==> config.mk <==
export PLATFORM = sky130hd
export DESIGN_NAME = arc_timer
export DESIGN_NICKNAME = d
export VERILOG_FILES = /design/src/design/arc_timer.v
export VERILOG_INCLUDE_DIRS = /design/src /design/src/design
export SDC_FILE = /design/constraint.sdc
export NUM_CORES = 1
export LEC_CHECK = 0
export ABC_AREA = 0
export BUFFER_PORTS_ARGS = -buffer_cell sky130_fd_sc_hd__buf_2
export CAP_MARGIN = 20
export CORE_MARGIN = 2
export CORE_UTILIZATION = 45
export DETAILED_ROUTE_END_ITERATION = 10
export MAX_ROUTING_LAYER = met4
export PLACE_DENSITY = 0.61
export REMOVE_ABC_BUFFERS = 1
export SETUP_SLACK_MARGIN = 0.05
export SLEW_MARGIN = 20
export SYNTH_ARGS = -nofsm -noshare
export SYNTH_HDL_FRONTEND = slang
export SYNTH_SLANG_ARGS = --single-unit
==> constraint.sdc <==
create_clock -name clk -period 6.49 [get_ports clk]
set_clock_uncertainty 0.15 [all_clocks]
set_input_delay 0.3245 -clock clk [delete_from_list [all_inputs] [get_ports clk]]
set_output_delay 0.3245 -clock clk [all_outputs]
set_load 0.05 [all_outputs]
==> src/design/arc_defs.vh <==
// Register map, field positions and reset values of the capture timer
`ifndef ARC_DEFS_VH
`define ARC_DEFS_VH

`define ARC_ADDR_CAPTURE_SELECT_STATUS 8'he1
`define ARC_ADDR_INPUT_B_IRQ_STATUS 8'he2
`define ARC_ADDR_TIMER_RUN_OVERFLOW_CONTROL 8'he8
`define ARC_ADDR_RELOAD_CAPTURE_HI 8'he9
`define ARC_ADDR_RELOAD_CAPTURE_LO 8'hea
`define ARC_ADDR_CAPTURE_HI 8'heb
`define ARC_ADDR_CAPTURE_LO 8'hec

// timer_run_overflow_control fields
`define ARC_PSC_HI 7
`define ARC_PSC_LO 6
`define ARC_RELOAD_EN 5
`define ARC_RUN 4
`define ARC_OVF_IEN 3
`define ARC_OVF_FLAG 2
`define ARC_OVF_MODE 1

// capture_select_status fields
`define ARC_A_ERR 6
`define ARC_B_ERR 5
`define ARC_A_IEN 4
`define ARC_A_FLAG 3
`define ARC_A_POL 2
`define ARC_RLD_HI 1
`define ARC_RLD_LO 0

// input_b_irq_status fields
`define ARC_B_POL 7
`define ARC_B_IEN 6
`define ARC_B_FLAG 5
`define ARC_CMP_IEN 4
`define ARC_CMP_FLAG 3
`define ARC_ZERO_IEN 2
`define ARC_ZERO_FLAG 1

// Prescaler codes and divide terminal counts
`define ARC_PSC_OFF 2'h0
`define ARC_PSC_DIV1 2'h1
`define ARC_PSC_DIV4 2'h2
`define ARC_PSC_DIV16 2'h3
`define ARC_DIV4_LAST 2'h3
`define ARC_DIV16_LAST 4'hf

// Reload source codes
`define ARC_RLD_RUN 2'h0
`define ARC_RLD_INPUT_A 2'h1
`define ARC_RLD_INPUT_B 2'h2
`define ARC_RLD_NONE 2'h3

`define ARC_REG8_RESET 8'h00
`define ARC_REG16_RESET 16'h0000
`define ARC_COUNT_ALL_ONES 16'hffff

`endif

==> src/design/arc_timer.v <==
// Capture, reload selection and interrupt logic of a 16-bit down-counting timer
`timescale 1ns/100ps
// How it works
// - Reload source 10 with run: input-B edge captures counter, then reloads it.
// - In input-B restart, capture only if B flag and B error clear; reload always.
// - In input-B restart, input-A edge only sets A flag or A error.
// - After reset first input-B edge captures zero, then loads and restarts counter.
// - Source 00: setting run reloads and starts; input-B edges capture counter.
// - Run set, reload clear: counter free-runs, restarting from all ones.
// - Free-running: A edge with A flags clear captures into reload register, sets flag.
// - Free-running: A edge while A flag set sets A error, no capture.
// - Free-running: B edge with B flags clear captures into capture register, sets flag.
// - Free-running: B edge while B flag set sets B error, no capture.
// - Interrupt is OR of five flag-and-enable terms.
// - Flags set regardless of enables; enabling a set flag raises interrupt at once.
// - Prescaler field bits 7:6: off, divide by 1, 4, 16.
// - Reset leaves prescaler off; software changes factor only while disabled.
// - Reload enable bit 5 permits reloads; clear makes reload register a capture target.
// - Run bit 4 clear holds counter at zero; set allows counting and input sync.
// - Overflow flag bit 2 sets on every overflow; software only clears it.
// - Overflow output: mode 0 set on overflow, cleared with flag; mode 1 toggles.
// - A error bit 6 sets on A event while A flag set and blocks A events.
// - B error bit 5 sets on B event while B flag set and blocks B flag and capture, not reload.
// - A polarity bit 2: zero falling edge, one rising edge.
// - B polarity: zero falling edge, one rising edge.
// - B flag marks first B event and capture since last clear; clear only.
`include "arc_defs.vh"

module arc_timer (
   input wire clk,
   input wire resetn,
   input wire [7:0] reg_addr,
   input wire [7:0] reg_wdata,
   input wire reg_write,
   input wire reg_read,
   output reg [7:0] reg_rdata,
   input wire capture_input_a,
   input wire capture_input_b,
   input wire compare_event,
   input wire zero_event,
   output wire timer_irq,
   output reg overflow_output,
   output reg [15:0] counter_value
);

   ////////////////////////////////////////////////////////////////////////////
   // Registers

   reg [1:0] prescale_sel;
   reg reload_enable;
   reg run_or_clear;
   reg overflow_irq_enable;
   reg overflow_flag;
   reg overflow_output_mode;
   reg input_a_error;
   reg input_b_error;
   reg input_a_irq_enable;
   reg input_a_flag;
   reg input_a_polarity;
   reg [1:0] reload_source;
   reg input_b_polarity;
   reg input_b_irq_enable;
   reg input_b_flag;
   reg compare_irq_enable;
   reg compare_flag;
   reg zero_irq_enable;
   reg zero_flag;
   reg [15:0] reload_capture_register;
   reg [7:0] reload_hi_latch;
   reg [15:0] capture_register;
   reg [3:0] prescale_count;
   reg started;
   reg run_prev;
   reg [2:0] sync_a;
   reg [2:0] sync_b;

   wire wr_ctrl = reg_write && (reg_addr == `ARC_ADDR_TIMER_RUN_OVERFLOW_CONTROL);
   wire wr_sel = reg_write && (reg_addr == `ARC_ADDR_CAPTURE_SELECT_STATUS);
   wire wr_bst = reg_write && (reg_addr == `ARC_ADDR_INPUT_B_IRQ_STATUS);

   // Write-zero-to-clear with set priority
   function clear_flag;
      input flag;
      input hit;
      input wbit;
      input set;
      begin
         clear_flag = set | (flag & ~(hit & ~wbit));
      end
   endfunction

   // Active edge from the last two synchronised samples
   function active_edge;
      input [2:0] s;
      input pol;
      begin
         active_edge = pol ? (s[1] & ~s[2]) : (~s[1] & s[2]);
      end
   endfunction

   ////////////////////////////////////////////////////////////////////////////
   // Prescaler and input synchronisers

   reg tick;
   always @* begin
      case (prescale_sel)
         `ARC_PSC_DIV1: tick = run_or_clear;
         `ARC_PSC_DIV4: tick = run_or_clear && (prescale_count[1:0] == `ARC_DIV4_LAST);
         `ARC_PSC_DIV16: tick = run_or_clear && (prescale_count == `ARC_DIV16_LAST);
         default: tick = 1'b0;
      endcase
   end

   always @(posedge clk or negedge resetn) begin
      if (!resetn) begin
         prescale_count <= 4'h0;
      end else if (prescale_sel == `ARC_PSC_OFF || !run_or_clear) begin
         prescale_count <= 4'h0;
      end else begin
         prescale_count <= prescale_count + 4'h1;
      end
   end

   // Stopped synchronisers track the pin, so starting makes no false edge
   always @(posedge clk or negedge resetn) begin
      if (!resetn) begin
         sync_a <= 3'h0;
         sync_b <= 3'h0;
      end else if (run_or_clear) begin
         sync_a <= {sync_a[1:0], capture_input_a};
         sync_b <= {sync_b[1:0], capture_input_b};
      end else begin
         sync_a <= {3{capture_input_a}};
         sync_b <= {3{capture_input_b}};
      end
   end

   wire edge_a = run_or_clear && active_edge(sync_a, input_a_polarity);
   wire edge_b = run_or_clear && active_edge(sync_b, input_b_polarity);

   ////////////////////////////////////////////////////////////////////////////
   // Capture and reload decisions

   wire b_restart = reload_enable && (reload_source == `ARC_RLD_INPUT_B);
   wire a_free = edge_a && !input_a_flag && !input_a_error;
   wire b_free = edge_b && !input_b_flag && !input_b_error;
   wire set_a_flag = a_free;
   wire set_a_err = edge_a && input_a_flag;
   wire set_b_flag = b_free;
   wire set_b_err = edge_b && input_b_flag;
   wire capture_a = a_free && !reload_enable;
   wire capture_b = b_free;
   wire b_reload = edge_b && b_restart && run_or_clear;
   wire run_rise = run_or_clear && !run_prev;
   wire sw_reload = run_rise && reload_enable && (reload_source == `ARC_RLD_RUN);
   wire at_zero = (counter_value == `ARC_REG16_RESET);
   wire overflow_event = tick && started && at_zero;

   ////////////////////////////////////////////////////////////////////////////
   // Counter

   reg [15:0] next_counter_value;
   reg next_started;
   always @* begin
      next_counter_value = counter_value;
      next_started = started;
      if (!run_or_clear) begin
         next_counter_value = `ARC_REG16_RESET;
         next_started = 1'b0;
      end else if (b_reload || sw_reload) begin
         // Old value is captured on this same edge, before the load
         next_counter_value = reload_capture_register;
         next_started = 1'b1;
      end else if (run_rise && !b_restart) begin
         // Input-B restart stays at zero until its first edge
         next_started = 1'b1;
      end else if (tick && started) begin
         if (at_zero) begin
            if (reload_enable && reload_source != `ARC_RLD_NONE) begin
               next_counter_value = reload_capture_register;
            end else begin
               next_counter_value = `ARC_COUNT_ALL_ONES;
            end
         end else begin
            next_counter_value = counter_value - 16'h0001;
         end
      end
   end

   always @(posedge clk or negedge resetn) begin
      if (!resetn) begin
         counter_value <= `ARC_REG16_RESET;
         started <= 1'b0;
         run_prev <= 1'b0;
      end else begin
         counter_value <= next_counter_value;
         started <= next_started;
         run_prev <= run_or_clear;
      end
   end

   ////////////////////////////////////////////////////////////////////////////
   // Capture register

   always @(posedge clk or negedge resetn) begin
      if (!resetn) begin
         capture_register <= `ARC_REG16_RESET;
      end else if (capture_b) begin
         capture_register <= counter_value;
      end
   end

   ////////////////////////////////////////////////////////////////////////////
   // Register writes and flags

   always @(posedge clk or negedge resetn) begin
      if (!resetn) begin
         prescale_sel <= `ARC_PSC_OFF;
         reload_enable <= 1'b0;
         run_or_clear <= 1'b0;
         overflow_irq_enable <= 1'b0;
         overflow_flag <= 1'b0;
         overflow_output_mode <= 1'b0;
         input_a_error <= 1'b0;
         input_b_error <= 1'b0;
         input_a_irq_enable <= 1'b0;
         input_a_flag <= 1'b0;
         input_a_polarity <= 1'b0;
         reload_source <= `ARC_RLD_RUN;
      end else begin
         if (wr_ctrl) begin
            prescale_sel <= reg_wdata[`ARC_PSC_HI:`ARC_PSC_LO];
            reload_enable <= reg_wdata[`ARC_RELOAD_EN];
            run_or_clear <= reg_wdata[`ARC_RUN];
            overflow_irq_enable <= reg_wdata[`ARC_OVF_IEN];
            overflow_output_mode <= reg_wdata[`ARC_OVF_MODE];
         end
         overflow_flag <= clear_flag(overflow_flag, wr_ctrl, reg_wdata[`ARC_OVF_FLAG],
            overflow_event);
         if (wr_sel) begin
            input_a_irq_enable <= reg_wdata[`ARC_A_IEN];
            input_a_polarity <= reg_wdata[`ARC_A_POL];
            reload_source <= reg_wdata[`ARC_RLD_HI:`ARC_RLD_LO];
         end
         input_a_error <= clear_flag(input_a_error, wr_sel, reg_wdata[`ARC_A_ERR],
            set_a_err);
         input_b_error <= clear_flag(input_b_error, wr_sel, reg_wdata[`ARC_B_ERR],
            set_b_err);
         input_a_flag <= clear_flag(input_a_flag, wr_sel, reg_wdata[`ARC_A_FLAG],
            set_a_flag);
      end
   end

   ////////////////////////////////////////////////////////////////////////////
   // Input-B, compare and zero status register

   always @(posedge clk or negedge resetn) begin
      if (!resetn) begin
         input_b_polarity <= 1'b0;
         input_b_irq_enable <= 1'b0;
         input_b_flag <= 1'b0;
         compare_irq_enable <= 1'b0;
         compare_flag <= 1'b0;
         zero_irq_enable <= 1'b0;
         zero_flag <= 1'b0;
      end else begin
         if (wr_bst) begin
            input_b_polarity <= reg_wdata[`ARC_B_POL];
            input_b_irq_enable <= reg_wdata[`ARC_B_IEN];
            compare_irq_enable <= reg_wdata[`ARC_CMP_IEN];
            zero_irq_enable <= reg_wdata[`ARC_ZERO_IEN];
         end
         input_b_flag <= clear_flag(input_b_flag, wr_bst, reg_wdata[`ARC_B_FLAG],
            set_b_flag);
         compare_flag <= clear_flag(compare_flag, wr_bst, reg_wdata[`ARC_CMP_FLAG],
            compare_event);
         zero_flag <= clear_flag(zero_flag, wr_bst, reg_wdata[`ARC_ZERO_FLAG],
            zero_event);
      end
   end

   ////////////////////////////////////////////////////////////////////////////
   // Reload/capture register

   always @(posedge clk or negedge resetn) begin
      if (!resetn) begin
         reload_capture_register <= `ARC_REG16_RESET;
         reload_hi_latch <= `ARC_REG8_RESET;
      end else begin
         // High byte waits in the latch until the low byte arrives
         if (reg_write && reg_addr == `ARC_ADDR_RELOAD_CAPTURE_HI) begin
            reload_hi_latch <= reg_wdata;
         end
         if (capture_a) begin
            reload_capture_register <= counter_value;
         end else if (reg_write && reload_enable &&
               reg_addr == `ARC_ADDR_RELOAD_CAPTURE_LO) begin
            reload_capture_register <= {reload_hi_latch, reg_wdata};
         end
      end
   end

   ////////////////////////////////////////////////////////////////////////////
   // Overflow output pin

   always @(posedge clk or negedge resetn) begin
      if (!resetn) begin
         overflow_output <= 1'b0;
      end else if (overflow_output_mode) begin
         if (overflow_event) begin
            overflow_output <= ~overflow_output;
         end
      end else begin
         overflow_output <= clear_flag(overflow_output, wr_ctrl,
            reg_wdata[`ARC_OVF_FLAG], overflow_event);
      end
   end

   ////////////////////////////////////////////////////////////////////////////
   // Interrupt and read-back

   wire irq_a = input_a_flag & input_a_irq_enable;
   wire irq_b = input_b_flag & input_b_irq_enable;
   wire irq_ovf = overflow_flag & overflow_irq_enable;
   wire irq_cmp = compare_flag & compare_irq_enable;
   wire irq_zero = zero_flag & zero_irq_enable;
   assign timer_irq = irq_a | irq_b | irq_ovf | irq_cmp | irq_zero;

   // Data stand for the one cycle after the strobe, zero otherwise
   reg [7:0] next_reg_rdata;
   always @* begin
      next_reg_rdata = `ARC_REG8_RESET;
      if (!reg_read) begin
         next_reg_rdata = `ARC_REG8_RESET;
      end else if (reg_addr == `ARC_ADDR_TIMER_RUN_OVERFLOW_CONTROL) begin
         next_reg_rdata = {prescale_sel, reload_enable, run_or_clear, overflow_irq_enable,
            overflow_flag, overflow_output_mode, 1'b0};
      end else if (reg_addr == `ARC_ADDR_CAPTURE_SELECT_STATUS) begin
         next_reg_rdata = {1'b0, input_a_error, input_b_error, input_a_irq_enable,
            input_a_flag, input_a_polarity, reload_source};
      end else if (reg_addr == `ARC_ADDR_INPUT_B_IRQ_STATUS) begin
         next_reg_rdata = {input_b_polarity, input_b_irq_enable, input_b_flag,
            compare_irq_enable, compare_flag, zero_irq_enable, zero_flag, 1'b0};
      end else if (reg_addr == `ARC_ADDR_RELOAD_CAPTURE_HI) begin
         next_reg_rdata = reload_capture_register[15:8];
      end else if (reg_addr == `ARC_ADDR_RELOAD_CAPTURE_LO) begin
         next_reg_rdata = reload_capture_register[7:0];
      end else if (reg_addr == `ARC_ADDR_CAPTURE_HI) begin
         next_reg_rdata = capture_register[15:8];
      end else if (reg_addr == `ARC_ADDR_CAPTURE_LO) begin
         next_reg_rdata = capture_register[7:0];
      end else begin
         next_reg_rdata = `ARC_REG8_RESET;
      end
   end

   always @(posedge clk or negedge resetn) begin
      if (!resetn) begin
         reg_rdata <= `ARC_REG8_RESET;
      end else begin
         reg_rdata <= next_reg_rdata;
      end
   end

endmodule

==> results of run 1 <==
## cell families (layout without fill, tap and decap cells)
kind of cell               Yosys count  after routing  synth area share [%]
and+or+nand+nor                    185            185                  17.8
AOI/OAI and AO/OA                  135            135                  18.0
DFF                                 98             98                  49.1
buffers and inverters               44             84                  3.73
muxes                               41             41                  9.09
xor gates and xnor gates             9              9                  1.58
adders and majority gates            3              3                 0.751
## flip-flops by register name, indices dropped and copies added (netlist names), 2 cells and up
signal                   flops
reload_source                2
reg_rdata                    8
capture_register            16
prescale_count               4
reload_hi_latch              8
prescale_sel                 2
sync_b                       3
sync_a                       3
counter_value               16
reload_capture_register     16
## critical path, cell delays in order (launching register included)
cell	delay (ns)
dfrtp_1	0.76
inv_2	0.26
a211oi_1	0.45
o22ai_4	0.33
or2_2	0.38
o21ai_0	0.10
a32o_1	0.17
## how the worst min path moves through the flow
stage,to,slack [ns],depth (start not counted)
global placement,prescale_count[0]$_DFF_PN0_,0.14,1
detailed placement,prescale_count[0]$_DFF_PN0_,0.15,1
global route,reload_source[0]$_DFFE_PN0N_,0.07,2
finish,reload_source[0]$_DFFE_PN0N_,0.08,2
floorplan,capture_register[0]$_DFFE_PN0P_,-0.12,0
CTS,reload_source[0]$_DFFE_PN0N_,0.07,2
## per-layer routing
metal  up-vias  share of wire (%)
met5         -                  0
met4         0                3.2
met3        31                6.7
met2       178                 44
met1      2055                 46
li1       1929                  -
## per-stage QoR
| step | hold slack (ns) | util [%] | setup WS, ns | instances | area [µm²] |
|---|---|---|---|---|---|
| after floorplan | -0.121 | - | 3.72 | 484 | 4860 |
| after global placement | 0.144 | 48.9 | 3.83 | 674 | 5300 |
| after detailed placement | 0.149 | 48.9 | 3.72 | 674 | 5300 |
| after CTS | 0.0663 | 51.2 | 3.67 | 695 | 5550 |
| after global routing | 0.0744 | 51.3 | 3.66 | 695 | 5560 |
| final | 0.0772 | 51.3 | 3.82 | 695 | 5560 |
## final cells by class
cell class	count	area (µm²)
clock buffer	11	141
clock inverter	5	61.3
fill	1050	5280
inverter	13	48.8
multi-input combinational	373	2370
sequential	98	2450
tap	140	175
timing repair buffer	55	305
## cell usage in the layout (no fill, tap or decap), drive strengths merged, types with 2 or more instances in the layout
cell type and n:
mux2i 6, dfrtp 98, nand2b 5, or3 9
a21boi 2, nor3b 4, a31oi 5, a21oi 13
a32o 5, buf 50, o221ai 5, and2 6
nand3 9, dlygate4sd3 5, o22ai 8, nor2 30
mux2 35, and3 2, nor3 5, or2 5
xnor2 3, a31o 2, nand2 88, clkbuf 11
o31ai 5, a22oi 28, nor4 6, inv 14
a22o 4, xor2 6, ha 3, nand4 3
o21ai 44, clkinvlp 3, nor2b 10
## power breakdown
group | leakage (µW) | internal [µW] | total (µW) | switching, µW
sequential | 0.00132 | 621 | 634 | 13.1
combinational | 0.00118 | 28.5 | 88.1 | 59.7
clock | 0.0000922 | 190 | 413 | 223
total | 0.00259 | 840 | 1140 | 296
## what timing repair did
action,CTS,global route
hold buffers,5,0
endpoints found under the setup margin,0,0
hold endpoints to repair,38,0
setup buffers,0,0
==> impl_metrics.py, run 1 <==
metrics = {
    "cts": {
        "cts-htree-levels": 3,
        "tritoncts": "built",
        "cts_sinks": 98,
        "cts_resized": 0,
        "cts-root-buf": "clkbuf_8",
        "clock_path_buffers": 2,
        "clk_latency_ns": 0.38,
        "cts_buffers": 9,
        "clk_pin_slew_ns": 0.10,
    },
    "flow_run": {
        "drv_cap": 0,
    },
    "setup_path": {
        "critPathCapture": "counter_value[2]$_DFFE_PN0P_",
        "ff2ff_path_depth": 6,
        "reg2reg_from": "run_or_clear$_DFFE_PN0N_",
        "r2r_end": "counter_value[2]$_DFFE_PN0P_",
        "cp-start-kind": "flop",
        "crit_path_start": "run_or_clear$_DFFE_PN0N_",
        "rrSetupSlack_ns": 3.82,
        "cp-end-kind": "flop",
        "crit_arrival_ns": 2.83,
        "crit_type": "reg -> reg",
        "cp_data_required_time_ns": 6.65,
        "path_max_fanout": 30,
    },
    "yosys": {
        "synth_top_cell_area_share_pct": 49.1,
        "yosysSeqAreaShare_pct": 49.1,
        "ys.warnings.count": 0,
        "syn_avg_cell_area_um2": 9.70,
        "async_flop_share_pct": 100,
        "yosysMostFrequentCell": "dfrtp_1",
        "synth_common_cells": "dfrtp_1 (98), nand2_1 (87), o21ai_0 (35)",
        "yosysUniqueCellTypes": 61,
        "synthesis.area_mm2": 0.00500,
        "synth-seq-cells": 98,
        "synth_edf_count": 0,
        "netlist_top_cells_area": "dfrtp_1 (49%), nand2_1 (6.5%), mux2_2 (5.9%)",
        "synthFlopType": "dfrtp_1",
        "syn-instance-count": 515,
        "synth_top_cell_by_area": "dfrtp_1",
    },
    "grt": {
        "grt_use_met1_pct": 35.9,
        "grt_first_pass_wirelength_um": 22600,
        "first_global_vias": 4027,
        "grt_util_met3_pct": 5.87,
        "antenna_found_initial": 0,
        "grt_util_met2_pct": 38.2,
        "grt_max_degree": 65,
        "grt_usage_pct": 26.3,
        "gr-total-overflow": 0,
        "grt-busiest-layer": "met2",
    },
    "drt": {
        "drt-total-wl_um": 14400,
        "viasPerCell": 6.03,
        "vias": 4193,
        "drc": 0,
        "wl_per_cell_um": 20.7,
        "drtIter0Drc": 282,
        "drt_pass1_iterations": 5,
        "ant_nets": 0,
    },
    "timing": {
        "finalMaxSlewViolations": 0,
        "final-hold-violation-count": 0,
        "min_period_ns": 2.67,
        "tns_ns": 0,
        "fmax_mhz": 374,
        "finalCritPeriodShare_pct": 41.2,
        "setup_viol": 0,
        "max_slew_margin_pct": 41.5,
        "tightestPinTransition_ns": 0.877,
        "rsz0062_at_grt": "false",
    },
    "floorplan": {
        "std_cell_rows": 38,
        "io_pins": 50,
        "floorplan.initialDensity_pct": 46.1,
        "core_mm2": 0.0108,
        "dieArea_mm2": 0.0120,
        "fp.dieH_um": 109,
        "die_w_um": 109,
    },
    "finish": {
        "drive_above_1_share_pct": 18.4,
        "syn_to_final_growth_pct": 11.2,
        "diodes": 0,
        "fin_nets": 577,
    },
    "placement": {
        "gp_congestion": 0.932,
        "hpwl_um": 10300,
        "port_buffers": 49,
    },
    "pwr": {
        "leakagePower_uw": 0.00259,
        "vdd_drop_max_uv": 134,
        "power_density_mw_per_mm2": 204,
        "total_power_uw": 1140,
    },
    "run_status": {
        "outcome": "completed",
    },
    "hold_path": {
        "hold_path.class": "in -> reg",
        "hp-start": "reg_wdata[0]",
    },
}
Power figures use the tool's default switching activity.
==> inputs of run 2 (changes only) <==
- clock period: 6.49 -> 2.6 ns (I/O delays scaled with it)
==> run 2 against run 1 <==
Against the previous run:
- fmax rose by 12%
- via count rose by 4.4%
- final area rose by 5.0%
- critical endpoint is now counter_value[0]$_DFFE_PN0P_
- register-to-register slack got worse by 3.6 ns
- hold slack got worse by 0.0096 ns
- setup slack got worse by 3.6 ns
- critical path type unchanged
- combinational power rose to 2.8 times the previous value
- non-clock buffer count rose by 35
- core utilization rose by 2.6 points
- count of clock-buffer cells in the layout fell by 1
- sequential power rose by 150%
==> impl_metrics.py, run 2 (synthesis results as in run 1) <==
metrics = {
    "run_status": {
        "outcome": "completed",
    },
    "timing": {
        "setup_viol": 0,
        "rsz0062_at_grt": "false",
        "min_period_ns": 2.39,
        "max_slew_margin_pct": 42.6,
        "fmax_mhz": 419,
        "finalMaxSlewViolations": 0,
        "final-hold-violation-count": 0,
        "worst_slack_ns": 0.213,
        "tightestPinTransition_ns": 0.861,
        "finalCritPeriodShare_pct": 91.8,
    },
    "pwr": {
        "leakagePower_uw": 0.00276,
        "power_density_mw_per_mm2": 477,
        "vdd_drop_max_uv": 226,
        "total_power_uw": 2790,
    },
    "finish": {
        "final_cell_mix": "dfrtp_1 (98), nand2_1 (87), buf_2 (48), o21ai_0 (35), nor2_1 (30)",
        "drive_above_1_share_pct": 21.5,
        "syn_to_final_growth_pct": 16.8,
        "n_fill_cell": 984,
        "fin_nets": 612,
        "fin_area_mm2": 0.00584,
        "final_common_cell": "dfrtp_1",
        "reg.largest.list": "capture_register: 16 flops, counter_value: 16 flops, reload_capture_register: 16 flops",
    },
    "cts": {
        "cts_buffers": 9,
        "tritoncts": "built",
        "cts_sinks": 98,
        "cts-htree-levels": 3,
        "clk_pin_slew_ns": 0.10,
        "clk_latency_ns": 0.38,
        "clock_path_buffers": 2,
        "cts_setup_buffers": 0,
        "cts-root-buf": "clkbuf_8",
    },
    "grt": {
        "grt_max_degree": 67,
        "first_global_vias": 4178,
        "grt_first_pass_wirelength_um": 23800,
        "grt_usage_pct": 28.0,
        "gr-total-overflow": 0,
        "antenna_found_initial": 1,
    },
    "placement": {
        "gp_congestion": 1.02,
        "place_ws_ns": 0.307,
        "port_buffers": 49,
        "dpl-instance-area_mm2": 0.00550,
        "hpwl_um": 11100,
    },
    "drt": {
        "drtIter0Drc": 340,
        "vias": 4378,
        "viasPerCell": 5.99,
        "drt-total-wl_um": 15400,
        "ant_nets": 0,
        "wl_per_cell_um": 21.0,
        "drt_pass1_iterations": 5,
        "drc": 0,
    },
    "hold_path": {
        "hp-start": "reg_addr[1]",
        "hold_path.class": "in -> reg",
    },
    "setup_path": {
        "critPathBufInv": 0,
        "reg2reg_from": "reload_enable$_DFFE_PN0N_",
        "cp-end-kind": "flop",
        "crit_arrival_ns": 2.50,
        "cp_data_required_time_ns": 2.71,
        "crit_type": "reg -> reg",
        "path_max_fanout": 17,
        "cp_slowest_cell": "dfrtp_1",
        "crit_family": "simple AND/OR/NAND/NOR gates",
        "critPathMaxStageDelay_ns": 0.49,
        "crit_path_start": "reload_enable$_DFFE_PN0N_",
        "cp-start-kind": "flop",
        "crit_path_cell_trace": "nor2b_1 > nand3_1 > or2_1 > and2_4 > or3_1 > a32o_1",
    },
    "floorplan": {
        "core_mm2": 0.0108,
        "io_pins": 50,
        "floorplan.initialDensity_pct": 46.1,
        "dieArea_mm2": 0.0120,
        "fp.dieH_um": 109,
        "die_w_um": 109,
        "std_cell_rows": 38,
    },
    "flow_run": {
        "drv_cap": 0,
    },
}
==> run 2: worst paths after layout <==
path | endpoint | cells after the start | slack, ns
worst min register to register | sync_b[1]$_DFF_PN0_ | 2 | 0.32
max in group asynchronous | counter_value[0]$_DFFE_PN0P_ | 3 | 1.50
worst max register to register | counter_value[0]$_DFFE_PN0P_ | 6 | 0.21
worst min-delay path | reg_rdata[5]$_DFF_PN0_ | 3 | 0.07
worst max-delay path | counter_value[0]$_DFFE_PN0P_ | 6 | 0.21
min in group asynchronous | sync_b[0]$_DFF_PN0_ | 2 | 0.08
==> run 2: power by group <==
group | internal [µW] | switching, µW
logic | 88.9 | 157
registers | 1550 | 28.3
clock network | 383 | 580
total | 2020 | 765
==> run 2: final cells by class <==
cell class	count	area (µm²)	share of cell area, %
Antenna cell	1	2.50	0.0429
Sequential cell	98	2450	42.0
Clock buffer	10	138	2.36
Clock inverter	6	50.0	0.857
Timing Repair Buffer	90	606	10.4
Multi-Input combinational cell	373	2360	40.5
Tap cell	140	175	3.00
Inverter	13	48.8	0.836
==> run 2: tightest hold or removal path: cells and delay by family <==
family	cells	cell delay, ns
simple gates	1	0.12
compound gates	1	0.07
buf+inv	1	0.23
==> run 2: routing by layer <==
layer	vias up	share of wire (%)	track usage [%]
met3	25	6.6	4.74
met5	-	0	-
met4	0	2.3	10.8
met2	167	47	41.8
met1	2191	44	38.2
li1	1995	-	-
==> run 2: metrics by stage <==
step | std cells | utilization, % | hold WS (ns) | setup TNS (ns)
global placement | 699 | 50.7 | -0.0555 | 0
finish | 731 | 53.8 | 0.0676 | 0
detailed placement | 699 | 50.7 | -0.0479 | 0
floorplan | 484 | - | -0.316 | -0.809
global route | 731 | 53.8 | 0.0742 | 0
CTS | 730 | 53.8 | 0.0437 | 0
==> run 2: timing repair <==
item / in CTS / in global routing
gates resized for setup: 0 / 0
hold buffers: 15 / 0
endpoints found under the hold margin: 147 / 0
